## src/hw/acp_consts.svh

```systemverilog
// Constants for the alarm and control pin block
`ifndef ACP_CONSTS_SVH
`define ACP_CONSTS_SVH

`define ACP_CLK_HZ 50000000
`define ACP_CYC_PER_MS (`ACP_CLK_HZ / 1000)
`define ACP_COOLER_EN_MAX_MS 100
`define ACP_COOLER_EN_MAX_CYC (`ACP_CYC_PER_MS * `ACP_COOLER_EN_MAX_MS)
`define ACP_TX_ON_MAX_MS 20
`define ACP_TX_ON_MAX_CYC (`ACP_CYC_PER_MS * `ACP_TX_ON_MAX_MS)
`define ACP_SRQ_MAX_MS 150
`define ACP_SRQ_MAX_CYC (`ACP_CYC_PER_MS * `ACP_SRQ_MAX_MS)
`define ACP_BOOT_MS 1
`define ACP_BOOT_CYC (`ACP_CYC_PER_MS * `ACP_BOOT_MS)
`define ACP_INIT_LATCH_LOC 16'hb022
`define ACP_INIT_LATCH_BIT 0
`define ACP_PM_SYNC_LOC 16'hc02e
`define ACP_PM_SYNC_BIT 15
`define ACP_INIT_LATCH_RST 1'b1
`define ACP_PM_SYNC_RST 1'b0
`define ACP_COOLER_EN_RST 1'b0

`endif

```

## src/hw/acp_pkg.sv

```systemverilog
// Types shared by the alarm and control pin block
package acp_pkg;

  typedef enum logic [2:0] {
    ACP_ST_HOLD = 3'b001,
    ACP_ST_BOOT = 3'b010,
    ACP_ST_RUN = 3'b100
  } acp_ctl_state_t;

  typedef struct packed {
    acp_ctl_state_t st;
    logic [31:0] boot_cnt;
    logic cooler_en;
    logic tx_on;
    logic tx_turn_on;
    logic los_n;
    logic srq_n;
    logic ready_ind;
    logic twi_ok;
    logic twi_en;
    logic init_latch;
    logic pm_sync;
    logic tick_prev;
  } acp_ctl_t;

endpackage

```

## src/hw/acp_pid_if.sv

```systemverilog
// Carrier between the top and one cooler demand channel
`timescale 1ns/1ps
interface acp_pid_if #(
  parameter int DW = 12
);
  logic run;
  logic [DW-1:0] setpoint;
  logic [DW-1:0] measure;
  logic [DW-1:0] demand;

  modport ctl (output run, output setpoint, output measure, input demand);
  modport loop (input run, input setpoint, input measure, output demand);
endinterface

```

## src/hw/acp_sync.sv

```systemverilog
// Two-stage synchroniser for host control pins
`timescale 1ns/1ps
module acp_sync #(
  parameter int W = 1,
  parameter logic [W-1:0] RST_VAL = '0
) (
  input wire logic clk,
  input wire logic rst,
  input wire logic [W-1:0] d,
  output logic [W-1:0] q
);
  typedef struct packed {
    logic [W-1:0] s1;
    logic [W-1:0] s2;
  } acp_sync_st_t;

  acp_sync_st_t st_r;
  acp_sync_st_t st_nxt;

  always_comb begin
    st_nxt.s1 = d;
    st_nxt.s2 = st_r.s1;
  end

  always_ff @(posedge clk) begin
    if (rst) begin
      st_r <= '{s1: RST_VAL, s2: RST_VAL};
    end else begin
      st_r <= st_nxt;
    end
  end

  assign q = st_r.s2;
endmodule

```

## src/hw/acp_pid.sv

```systemverilog
// One closed-loop cooler demand channel
`timescale 1ns/1ps
module acp_pid #(
  parameter int DW = 12,
  parameter int KP_SH = 2,
  parameter int KI_SH = 6,
  parameter int KD_SH = 3
) (
  input wire logic clk,
  input wire logic rst,
  acp_pid_if.loop pl
);
  localparam int AW = DW + 10;
  localparam logic signed [AW-1:0] MID = AW'(1 << (DW - 1));
  localparam logic signed [AW-1:0] TOP = AW'((1 << DW) - 1);

  typedef struct packed {
    logic signed [AW-1:0] integ;
    logic signed [AW-1:0] err_prev;
    logic [DW-1:0] demand;
  } acp_pid_st_t;

  acp_pid_st_t st_r;
  acp_pid_st_t st_nxt;
  logic signed [AW-1:0] err;
  logic signed [AW-1:0] u;
  logic signed [AW-1:0] sum;

  // Low code is full cooling, top code full heating, mid is neutral
  always_comb begin
    st_nxt = st_r;
    err = AW'($signed({1'b0, pl.setpoint}) - $signed({1'b0, pl.measure}));
    u = (err <<< KP_SH) + (st_r.integ >>> KI_SH)
      + ((err - st_r.err_prev) <<< KD_SH);
    sum = MID + u;
    if (!pl.run) begin
      st_nxt.integ = '0;
      st_nxt.err_prev = '0;
      st_nxt.demand = MID[DW-1:0];
    end else begin
      st_nxt.err_prev = err;
      // Integrate only away from a saturated rail to stop windup
      if (sum > TOP) begin
        st_nxt.demand = TOP[DW-1:0];
        if (err < 0) begin
          st_nxt.integ = st_r.integ + err;
        end
      end else if (sum < 0) begin
        st_nxt.demand = '0;
        if (err > 0) begin
          st_nxt.integ = st_r.integ + err;
        end
      end else begin
        st_nxt.demand = sum[DW-1:0];
        st_nxt.integ = st_r.integ + err;
      end
    end
  end

  always_ff @(posedge clk) begin
    if (rst) begin
      st_r <= '{integ: '0, err_prev: '0, demand: MID[DW-1:0]};
    end else begin
      st_r <= st_nxt;
    end
  end

  assign pl.demand = st_r.demand;

  AST_PID_IDLE_MID: assert property (@(posedge clk) disable iff (rst)
    !pl.run |=> pl.demand == MID[DW-1:0])
    else $error("idle cooler demand not at neutral level");
endmodule

```

## src/hw/acp_top.sv

```systemverilog
// Alarm and control pin logic of the optical sub-assembly
//
// How it works
// - Cooler enable output is active high
// - Cooler enable low until controller ready
// - Host reset restarts controller and management only
// - Hold in reset while host reset low
// - Leaving reset restores every setting default
// - Each reset sets the initialize-state latch
// - Demand: low cools, top heats, mid neutral
// - ZONES PID demand channels, three by default
// - Transmit disable low stops light output
// - Transmitter stays off during power-up, reset
// - Loss-of-signal low below programmed power threshold
// - Service request low while fault present in run state
// - Deselected module ignores two-wire traffic
// - No two-wire answers until ready signalled
// - Only the selected module answers
// - Host may set soft interval sync bit
// - Hardware tick may drive sync bit
// - Cooler pin follows control bit promptly
// - Transmitter turn-on after disable release
// - Service request asserts promptly on fault
// - Service request releases promptly after clear
`timescale 1ns/1ps
`include "acp_consts.svh"
module acp_top #(
  parameter int ZONES = 3,
  parameter int DW = 12,
  parameter int PW = 16,
  parameter int FW = 8,
  parameter int unsigned BOOT_CYCLES = `ACP_BOOT_CYC
) (
  // Clock and internal reset
  input wire logic REF_CLK,
  input wire logic RESET,
  // Host control pins
  input wire logic HOST_RESET_N,
  input wire logic TRANSMIT_DISABLE_N,
  input wire logic MODULE_SELECT_N,
  // Controller settings and status sources
  input wire logic COOLER_EN_CTRL,
  input wire logic [PW-1:0] RX_POWER,
  input wire logic [PW-1:0] RECEIVE_SIGNAL_LOST_N_THRESH,
  input wire logic [FW-1:0] FAULT_ALARM_WARNING_STATUS,
  input wire logic INIT_LATCH_CLR,
  // Soft interval sync bit access and hardware tick
  input wire logic PM_SYNC_WR,
  input wire logic PM_SYNC_WDATA,
  input wire logic TICK_MAP_EN,
  input wire logic MONITOR_INTERVAL_TICK,
  // Cooler zones
  input wire logic [ZONES-1:0][DW-1:0] ZONE_SETPOINT,
  input wire logic [ZONES-1:0][DW-1:0] ZONE_TEMP,
  output logic [ZONES-1:0][DW-1:0] COOLER_DEMAND_LEVEL,
  output logic COOLER_ENABLE_OUT,
  // Transmitter control
  output logic TX_LIGHT_ON,
  output logic TX_TURN_ON,
  // Alarm pins
  output logic RECEIVE_SIGNAL_LOST_N,
  output logic SERVICE_REQUEST_N,
  // Management interface status
  output logic TWI_RESPONSE_EN,
  output logic INIT_STATE_LATCH,
  output logic PM_SYNC_BIT
);

  // ----------------------------------------------------------------
  // Input synchronisers
  // ----------------------------------------------------------------
  logic host_rst_q;
  logic txdis_q;
  logic modsel_q;

  // Reset values pick the safe side: held, dark, deselected
  acp_sync #(.W(1), .RST_VAL(1'b0)) u_sync_rst (
    .clk(REF_CLK),
    .rst(RESET),
    .d(HOST_RESET_N),
    .q(host_rst_q)
  );

  acp_sync #(.W(1), .RST_VAL(1'b0)) u_sync_txdis (
    .clk(REF_CLK),
    .rst(RESET),
    .d(TRANSMIT_DISABLE_N),
    .q(txdis_q)
  );

  acp_sync #(.W(1), .RST_VAL(1'b1)) u_sync_modsel (
    .clk(REF_CLK),
    .rst(RESET),
    .d(MODULE_SELECT_N),
    .q(modsel_q)
  );

  // ----------------------------------------------------------------
  // Controller state
  // ----------------------------------------------------------------
  localparam acp_pkg::acp_ctl_t RST_ST = '{
    st: acp_pkg::ACP_ST_HOLD,
    boot_cnt: 32'h0,
    cooler_en: `ACP_COOLER_EN_RST,
    tx_on: 1'b0,
    tx_turn_on: 1'b0,
    los_n: 1'b1,
    srq_n: 1'b1,
    ready_ind: 1'b0,
    twi_ok: 1'b0,
    twi_en: 1'b0,
    init_latch: `ACP_INIT_LATCH_RST,
    pm_sync: `ACP_PM_SYNC_RST,
    tick_prev: 1'b0
  };

  acp_pkg::acp_ctl_t st_r;
  acp_pkg::acp_ctl_t st_nxt;
  logic rx_below;
  logic any_fault;
  logic tick_rise;

  always_comb begin
    rx_below = RX_POWER < RECEIVE_SIGNAL_LOST_N_THRESH;
    any_fault = |FAULT_ALARM_WARNING_STATUS;
    tick_rise = MONITOR_INTERVAL_TICK && !st_r.tick_prev;
    st_nxt = st_r;
    st_nxt.tx_turn_on = 1'b0;
    if (!host_rst_q) begin
      // Host reset restores defaults and sets the latch
      st_nxt = RST_ST;
    end else begin
      case (st_r.st)
        acp_pkg::ACP_ST_HOLD: begin
          st_nxt.st = acp_pkg::ACP_ST_BOOT;
          st_nxt.boot_cnt = 32'h0;
        end
        acp_pkg::ACP_ST_BOOT: begin
          st_nxt.cooler_en = 1'b0;
          st_nxt.tx_on = 1'b0;
          if (st_r.boot_cnt >= 32'(BOOT_CYCLES - 1)) begin
            st_nxt.st = acp_pkg::ACP_ST_RUN;
            // Ready is shown by pulling service request low
            st_nxt.ready_ind = 1'b1;
            st_nxt.twi_ok = 1'b1;
          end else begin
            st_nxt.boot_cnt = st_r.boot_cnt + 32'h1;
          end
        end
        acp_pkg::ACP_ST_RUN: begin
          st_nxt.cooler_en = COOLER_EN_CTRL;
          st_nxt.tx_on = txdis_q;
          st_nxt.tx_turn_on = txdis_q && !st_r.tx_on;
          if (PM_SYNC_WR) begin
            st_nxt.pm_sync = PM_SYNC_WDATA;
          end
          // A tick beats a host write in the same cycle
          if (TICK_MAP_EN && tick_rise) begin
            st_nxt.pm_sync = 1'b1;
          end
        end
        default: begin
          st_nxt = RST_ST;
        end
      endcase
      // Clearing the latch also ends the ready indication
      if (INIT_LATCH_CLR && st_r.st != acp_pkg::ACP_ST_HOLD) begin
        st_nxt.init_latch = 1'b0;
        st_nxt.ready_ind = 1'b0;
      end
      if (st_nxt.st == acp_pkg::ACP_ST_BOOT
          && st_r.st == acp_pkg::ACP_ST_BOOT
          && st_nxt.boot_cnt == 32'h0) begin
        st_nxt.init_latch = 1'b1;
      end
    end
    // Loss-of-signal is not part of the controller reset
    st_nxt.los_n = !rx_below;
    st_nxt.tick_prev = MONITOR_INTERVAL_TICK;
    st_nxt.srq_n = (st_nxt.st == acp_pkg::ACP_ST_RUN)
      ? !(any_fault || st_nxt.ready_ind) : 1'b1;
    st_nxt.twi_en = st_nxt.twi_ok && !modsel_q;
  end

  always_ff @(posedge REF_CLK) begin
    if (RESET) begin
      st_r <= RST_ST;
    end else begin
      st_r <= st_nxt;
    end
  end

  // ----------------------------------------------------------------
  // Cooler demand channels
  // ----------------------------------------------------------------
  for (genvar g = 0; g < ZONES; g++) begin : g_zone
    acp_pid_if #(.DW(DW)) pif ();

    // Loops idle at neutral while the coolers are disabled
    assign pif.run = st_r.cooler_en;
    assign pif.setpoint = ZONE_SETPOINT[g];
    assign pif.measure = ZONE_TEMP[g];
    assign COOLER_DEMAND_LEVEL[g] = pif.demand;

    acp_pid #(.DW(DW)) u_pid (
      .clk(REF_CLK),
      .rst(RESET),
      .pl(pif)
    );
  end

  // ----------------------------------------------------------------
  // Outputs
  // ----------------------------------------------------------------
  assign COOLER_ENABLE_OUT = st_r.cooler_en;
  assign TX_LIGHT_ON = st_r.tx_on;
  assign TX_TURN_ON = st_r.tx_turn_on;
  assign RECEIVE_SIGNAL_LOST_N = st_r.los_n;
  assign SERVICE_REQUEST_N = st_r.srq_n;
  assign TWI_RESPONSE_EN = st_r.twi_en;
  assign INIT_STATE_LATCH = st_r.init_latch;
  assign PM_SYNC_BIT = st_r.pm_sync;

  // ----------------------------------------------------------------
  // Checks
  // ----------------------------------------------------------------
  AST_COOLER_HELD_LOW: assert property (@(posedge REF_CLK)
    disable iff (RESET)
    !HOST_RESET_N [*4] |-> !COOLER_ENABLE_OUT)
    else $error("cooler enabled while host reset held");

  AST_COOLER_FOLLOWS: assert property (@(posedge REF_CLK)
    disable iff (RESET)
    (st_r.st == acp_pkg::ACP_ST_RUN && host_rst_q)
      |=> COOLER_ENABLE_OUT == $past(COOLER_EN_CTRL))
    else $error("cooler pin did not follow control bit");

  AST_BOOT_WAITS: assert property (@(posedge REF_CLK)
    disable iff (RESET)
    !HOST_RESET_N [*4] |-> st_r.st == acp_pkg::ACP_ST_HOLD)
    else $error("left reset mode while host reset low");

  AST_DEFAULTS: assert property (@(posedge REF_CLK)
    disable iff (RESET)
    $rose(st_r.st == acp_pkg::ACP_ST_BOOT)
      |-> !PM_SYNC_BIT && !COOLER_ENABLE_OUT && !TX_LIGHT_ON)
    else $error("setting not at default after reset");

  AST_INIT_LATCH: assert property (@(posedge REF_CLK)
    disable iff (RESET)
    st_r.st == acp_pkg::ACP_ST_HOLD |=> INIT_STATE_LATCH)
    else $error("reset event not latched");

  AST_TX_OFF: assert property (@(posedge REF_CLK)
    disable iff (RESET)
    !TRANSMIT_DISABLE_N [*4] |-> !TX_LIGHT_ON)
    else $error("light on while transmit disable low");

  AST_TX_TURN_ON: assert property (@(posedge REF_CLK)
    disable iff (RESET)
    $rose(TX_LIGHT_ON) |-> TX_TURN_ON ##1 !TX_TURN_ON)
    else $error("turn-on pulse missing or too long");

  AST_LOS_LOW: assert property (@(posedge REF_CLK)
    disable iff (RESET)
    (RX_POWER < RECEIVE_SIGNAL_LOST_N_THRESH) |=> !RECEIVE_SIGNAL_LOST_N)
    else $error("loss of signal not flagged below threshold");

  AST_SRQ_FAULT: assert property (@(posedge REF_CLK)
    disable iff (RESET)
    (st_r.st == acp_pkg::ACP_ST_RUN && host_rst_q
      && |FAULT_ALARM_WARNING_STATUS) |=> !SERVICE_REQUEST_N)
    else $error("service request not raised on fault");

  AST_SRQ_CLEAR: assert property (@(posedge REF_CLK)
    disable iff (RESET)
    (st_r.st == acp_pkg::ACP_ST_RUN && !st_r.ready_ind
      && !INIT_LATCH_CLR && host_rst_q
      && !(|FAULT_ALARM_WARNING_STATUS)) ##1
      (!(|FAULT_ALARM_WARNING_STATUS) && host_rst_q)
      |-> SERVICE_REQUEST_N)
    else $error("service request held with no fault");

  AST_TWI_DESELECT: assert property (@(posedge REF_CLK)
    disable iff (RESET)
    MODULE_SELECT_N [*4] |-> !TWI_RESPONSE_EN)
    else $error("two-wire answer while deselected");

  AST_TWI_NOT_READY: assert property (@(posedge REF_CLK)
    disable iff (RESET)
    st_r.st != acp_pkg::ACP_ST_RUN |-> !TWI_RESPONSE_EN)
    else $error("two-wire answer before ready");

  AST_PM_SET: assert property (@(posedge REF_CLK)
    disable iff (RESET)
    (st_r.st == acp_pkg::ACP_ST_RUN && host_rst_q && PM_SYNC_WR
      && PM_SYNC_WDATA) |=> PM_SYNC_BIT)
    else $error("soft interval sync bit not set");

  AST_PM_TICK: assert property (@(posedge REF_CLK)
    disable iff (RESET)
    (st_r.st == acp_pkg::ACP_ST_RUN && host_rst_q && TICK_MAP_EN
      && $rose(MONITOR_INTERVAL_TICK)) |=> PM_SYNC_BIT)
    else $error("hardware tick lost");

  AST_LOS_HIGH: assert property (@(posedge REF_CLK)
    disable iff (RESET)
    (RX_POWER >= RECEIVE_SIGNAL_LOST_N_THRESH) |=> RECEIVE_SIGNAL_LOST_N)
    else $error("loss of signal flagged above threshold");

  AST_TX_DARK_NOT_RUN: assert property (@(posedge REF_CLK)
    disable iff (RESET)
    st_r.st != acp_pkg::ACP_ST_RUN |-> !TX_LIGHT_ON && !TX_TURN_ON)
    else $error("transmitter on outside run");

  AST_COOLER_NOT_RUN: assert property (@(posedge REF_CLK)
    disable iff (RESET)
    st_r.st != acp_pkg::ACP_ST_RUN |-> !COOLER_ENABLE_OUT)
    else $error("cooler enabled before controller ready");

  AST_SRQ_NOT_RUN: assert property (@(posedge REF_CLK)
    disable iff (RESET)
    st_r.st != acp_pkg::ACP_ST_RUN |-> SERVICE_REQUEST_N)
    else $error("service request low before ready");

  AST_PM_REFUSED: assert property (@(posedge REF_CLK)
    disable iff (RESET)
    st_r.st != acp_pkg::ACP_ST_RUN |-> !PM_SYNC_BIT)
    else $error("sync bit set outside run");

  AST_TWI_SELECTED: assert property (@(posedge REF_CLK)
    disable iff (RESET)
    (st_r.st == acp_pkg::ACP_ST_RUN && host_rst_q && !modsel_q)
      |=> TWI_RESPONSE_EN)
    else $error("selected module does not answer");

  AST_READY_SHOWN: assert property (@(posedge REF_CLK)
    disable iff (RESET)
    ($rose(st_r.st == acp_pkg::ACP_ST_RUN) && !$past(INIT_LATCH_CLR))
      |-> !SERVICE_REQUEST_N)
    else $error("ready not shown on service request");

  AST_TURN_ON_LIGHT: assert property (@(posedge REF_CLK)
    disable iff (RESET)
    TX_TURN_ON |-> TX_LIGHT_ON)
    else $error("turn-on pulse without light enabled");
endmodule

```

## config.mk

```make
export PLATFORM = sky130hd
export DESIGN_NAME = acp_top
export DESIGN_NICKNAME = d
export VERILOG_FILES = /design/src/hw/acp_pkg.sv /design/src/hw/acp_pid_if.sv /design/src/hw/acp_sync.sv /design/src/hw/acp_pid.sv /design/src/hw/acp_top.sv
export VERILOG_INCLUDE_DIRS = /design/src /design/src/hw
export SDC_FILE = /design/constraint.sdc
export NUM_CORES = 1
export LEC_CHECK = 0
export ABC_AREA = 1
export BUFFER_PORTS_ARGS = -buffer_cell sky130_fd_sc_hd__buf_4
export CORE_MARGIN = 2
export CORE_UTILIZATION = 50
export CTS_CLUSTER_SIZE = 10
export DETAILED_ROUTE_END_ITERATION = 10
export PLACE_DENSITY = 0.69
export REMOVE_ABC_BUFFERS = 1
export SYNTH_ARGS = -nofsm -noshare
export SYNTH_HDL_FRONTEND = slang
export SYNTH_SLANG_ARGS = --single-unit
```

## constraint.sdc

```tcl
create_clock -name REF_CLK -period 16.6 [get_ports REF_CLK]
set_clock_uncertainty 0.15 [all_clocks]
set_input_delay 1.66 -clock REF_CLK [delete_from_list [all_inputs] [get_ports REF_CLK]]
set_output_delay 1.66 -clock REF_CLK [all_outputs]
set_load 0.02 [all_outputs]
```

==> metrics.cfg <==
[sta]
finalSetupTns_ns=0
min_period_ns=7.62
hold_viol_final=0
worstMarginPinSlew_ns=0.948
fin_crit_sh=0.459
fmax_mhz=131
slew_headroom=0.367
rsz0062_at_grt=false
setup_viol=0
slew_violations=0

[run_status]
status=finished, final reports clean

[pwr]
p_per_area_nw_per_um2=105
pwr-share-clk=0.185
power.total_mw=2.33
sw_frac_of_total=0.495
ir_drop_mv=0.0837
leakage_nw=11.6
internal_power_mw=1.18
comb_power_share=0.616
power.switching_mw=1.15
seq_power_share=0.199

[final_layout]
synthToLayoutAreaGrowth_pct=9.58
fin_cells=3780
antenna-diode-count=0
drive_gt1_frac=0.0783
top_register=g_zone.u_pid.st_r
final_nets=3657
largest_reg_flops=105

[cts]
cts_hold_buf=0
clock_path_buffers=2
cts_tree=yes
clockRootBuffer=clkbuf_16
clkLatencyLatePin_ns=0.48
htreeDepth=4
cts_made_buffers=17
clock_sinks=193
clk_pin_slew_ns=0.09
cts_resized=0
postCtsSetupRepairBufs=0

[setup_path]
path_class=in2reg
critPathMaxFanout=44
cpMostUsedCell=nand2_1
arrival_ns=7.88
cp_slowest_cell=nand3_2
end_kind=flop
required_ns=16.87
slowest_delay_ns=0.79
startpoint_type=input pin

[global_route]
grt_start_max_net_pins=47
grt_usage=0.260
antenna_found_initial=0
first_global_vias=18774
overflow=0
grt_pass1_wl_mm=89.8

[synth]
avgSynthCellArea_sq_um=6.46
synth_edf_count=0
syn_area_sq_um=20300
synth_seq_area_share=0.190
synth_seq_cells=193
synth_area_leaders=dfxtp_1, ha_1, nand2_1
ys.flop_type=dfxtp_1
synth_top_cell_area_share=0.190
synth_top_cell_by_area=dfxtp_1
yosysMostFrequentCell=nand2_1
synth_top_cells_by_count=nand2_1, inv_1, a21oi_1
synth.distinct_cells=50
ys.warnings.count=0
syn-instance-count=3143
synth-async-reset-ratio=0

[placed_design]
place_inst=3748
place.gp.congestion=0.941
dpl.hpwl_mm=44.1
place.port_buffers=166

[detailed_routing]
drcViolationCount=0
first_pass_iters=6
antenna_left=0
vias_per_cell=5.31
drtIter0Drc=1253
routed_wl_mm=54.8
wl_per_cell_um=14.5
via_count=20068

[floorplanning]
dieArea_sq_um=42200
die_h_um=205
core_sq_um=39900
row_count=73
ioPinCount=167
start_util=0.508
die_x_um=205

[job]
maxCapViolCount=0

[hold_path]
hold_class=reg2reg

## worst max-delay path: cells and delay by family
kind,cells,cell delay (ns)
and+or+nand+nor,13,2.13
adders and majority gates,5,1.73
AOI/OAI and AO/OA,5,1.06
xor gates and xnor gates,2,0.75
buffers and inverters,4,0.52
## cells by family (layout without fill, tap and decap cells)
family	Yosys count	in the layout	synth area share
AO/OA/AOI/OAI	506	506	0.138
XOR/XNOR	167	167	0.0721
adder cells (fa/ha/maj)	292	292	0.186
buffers and inverters	605	717	0.125
flip-flops	193	193	0.190
AND/OR/NAND/NOR	1380	1380	0.289
## layout make-up
cell class              instances  area, sq um
inverters                     513         1930
fillers                      4014        17700
well taps                     525          657
multi-input cells            2345        13900
clock buffers                  19          453
clock inverters                13          144
flip-flops and latches        193         3860
repair buffers                172         1290
## metrics by stage
step | hold WS [ns] | area, sq um | utilization | setup WS [ns]
global route | 0.255 | 22200 | 0.557 | 8.27
detailed placement | 0.232 | 21600 | 0.542 | 8.56
finish | 0.240 | 22200 | 0.557 | 8.98
floorplan | 0.216 | 19700 | - | 9.86
global placement | 0.226 | 21600 | 0.542 | 8.76
CTS | 0.243 | 22200 | 0.557 | 9.05
## worst paths after layout
check | depth (start not counted) | startpoint | endpoint | slack [ns]
setup reg to reg | 25 | g_zone[2].u_pid.st_r[14] | g_zone[2].u_pid.st_r[51] | 11.22
setup / recovery | 29 | ZONE_SETPOINT[24] | g_zone[2].u_pid.st_r[51] | 8.98
hold / removal | 1 | u_sync_modsel.q | TWI_RESPONSE_EN | 0.24
hold reg to reg | 1 | u_sync_modsel.q | TWI_RESPONSE_EN | 0.24
## cell usage in the layout (no fill, tap or decap), types with 6 or more instances in the layout
cell and instances:
a21boi_0 6, ha_1 277, xor2_1 99, nand2_1 710
a311oi_1 6, nor2_1 295, a211oi_1 11, fa_1 15
nor3_1 32, inv_1 504, nand4_1 50, a21o_1 11
a21oi_1 308, o211ai_1 12, buf_4 172, a31oi_1 13
dfxtp_1 193, o21bai_1 20, nand3b_1 10, clkbuf_16 17
inv_2 8, o21ai_0 91, nand2_2 11, xnor2_1 68
nand3_1 236, nor4_1 8
## per-layer routing
layer	up-vias	wire (um)	GRT usage	share of wire
met3	81	2750	0.0337	0.050
met2	507	24600	0.432	0.45
li1	10393	-	-	-
met4	0	1300	0.0881	0.024
met1	9087	26100	0.345	0.48
met5	-	0	0	0
## power groups by stage
| stage | clock (mW) | combinational, mW | sequential [mW] |
|---|---|---|---|
| 2_1_floorplan | 0 | 1.08 | 0.475 |
| 3_3_place_gp | 0 | 1.39 | 0.475 |
| 3_5_place_dp | 0 | 1.41 | 0.475 |
| 4_1_cts | 0.441 | 1.42 | 0.464 |
| 5_1_grt | 0.456 | 1.62 | 0.464 |
| 6_report | 0.431 | 1.43 | 0.464 |
No activity file was read; power rests on OpenSTA's default activity.
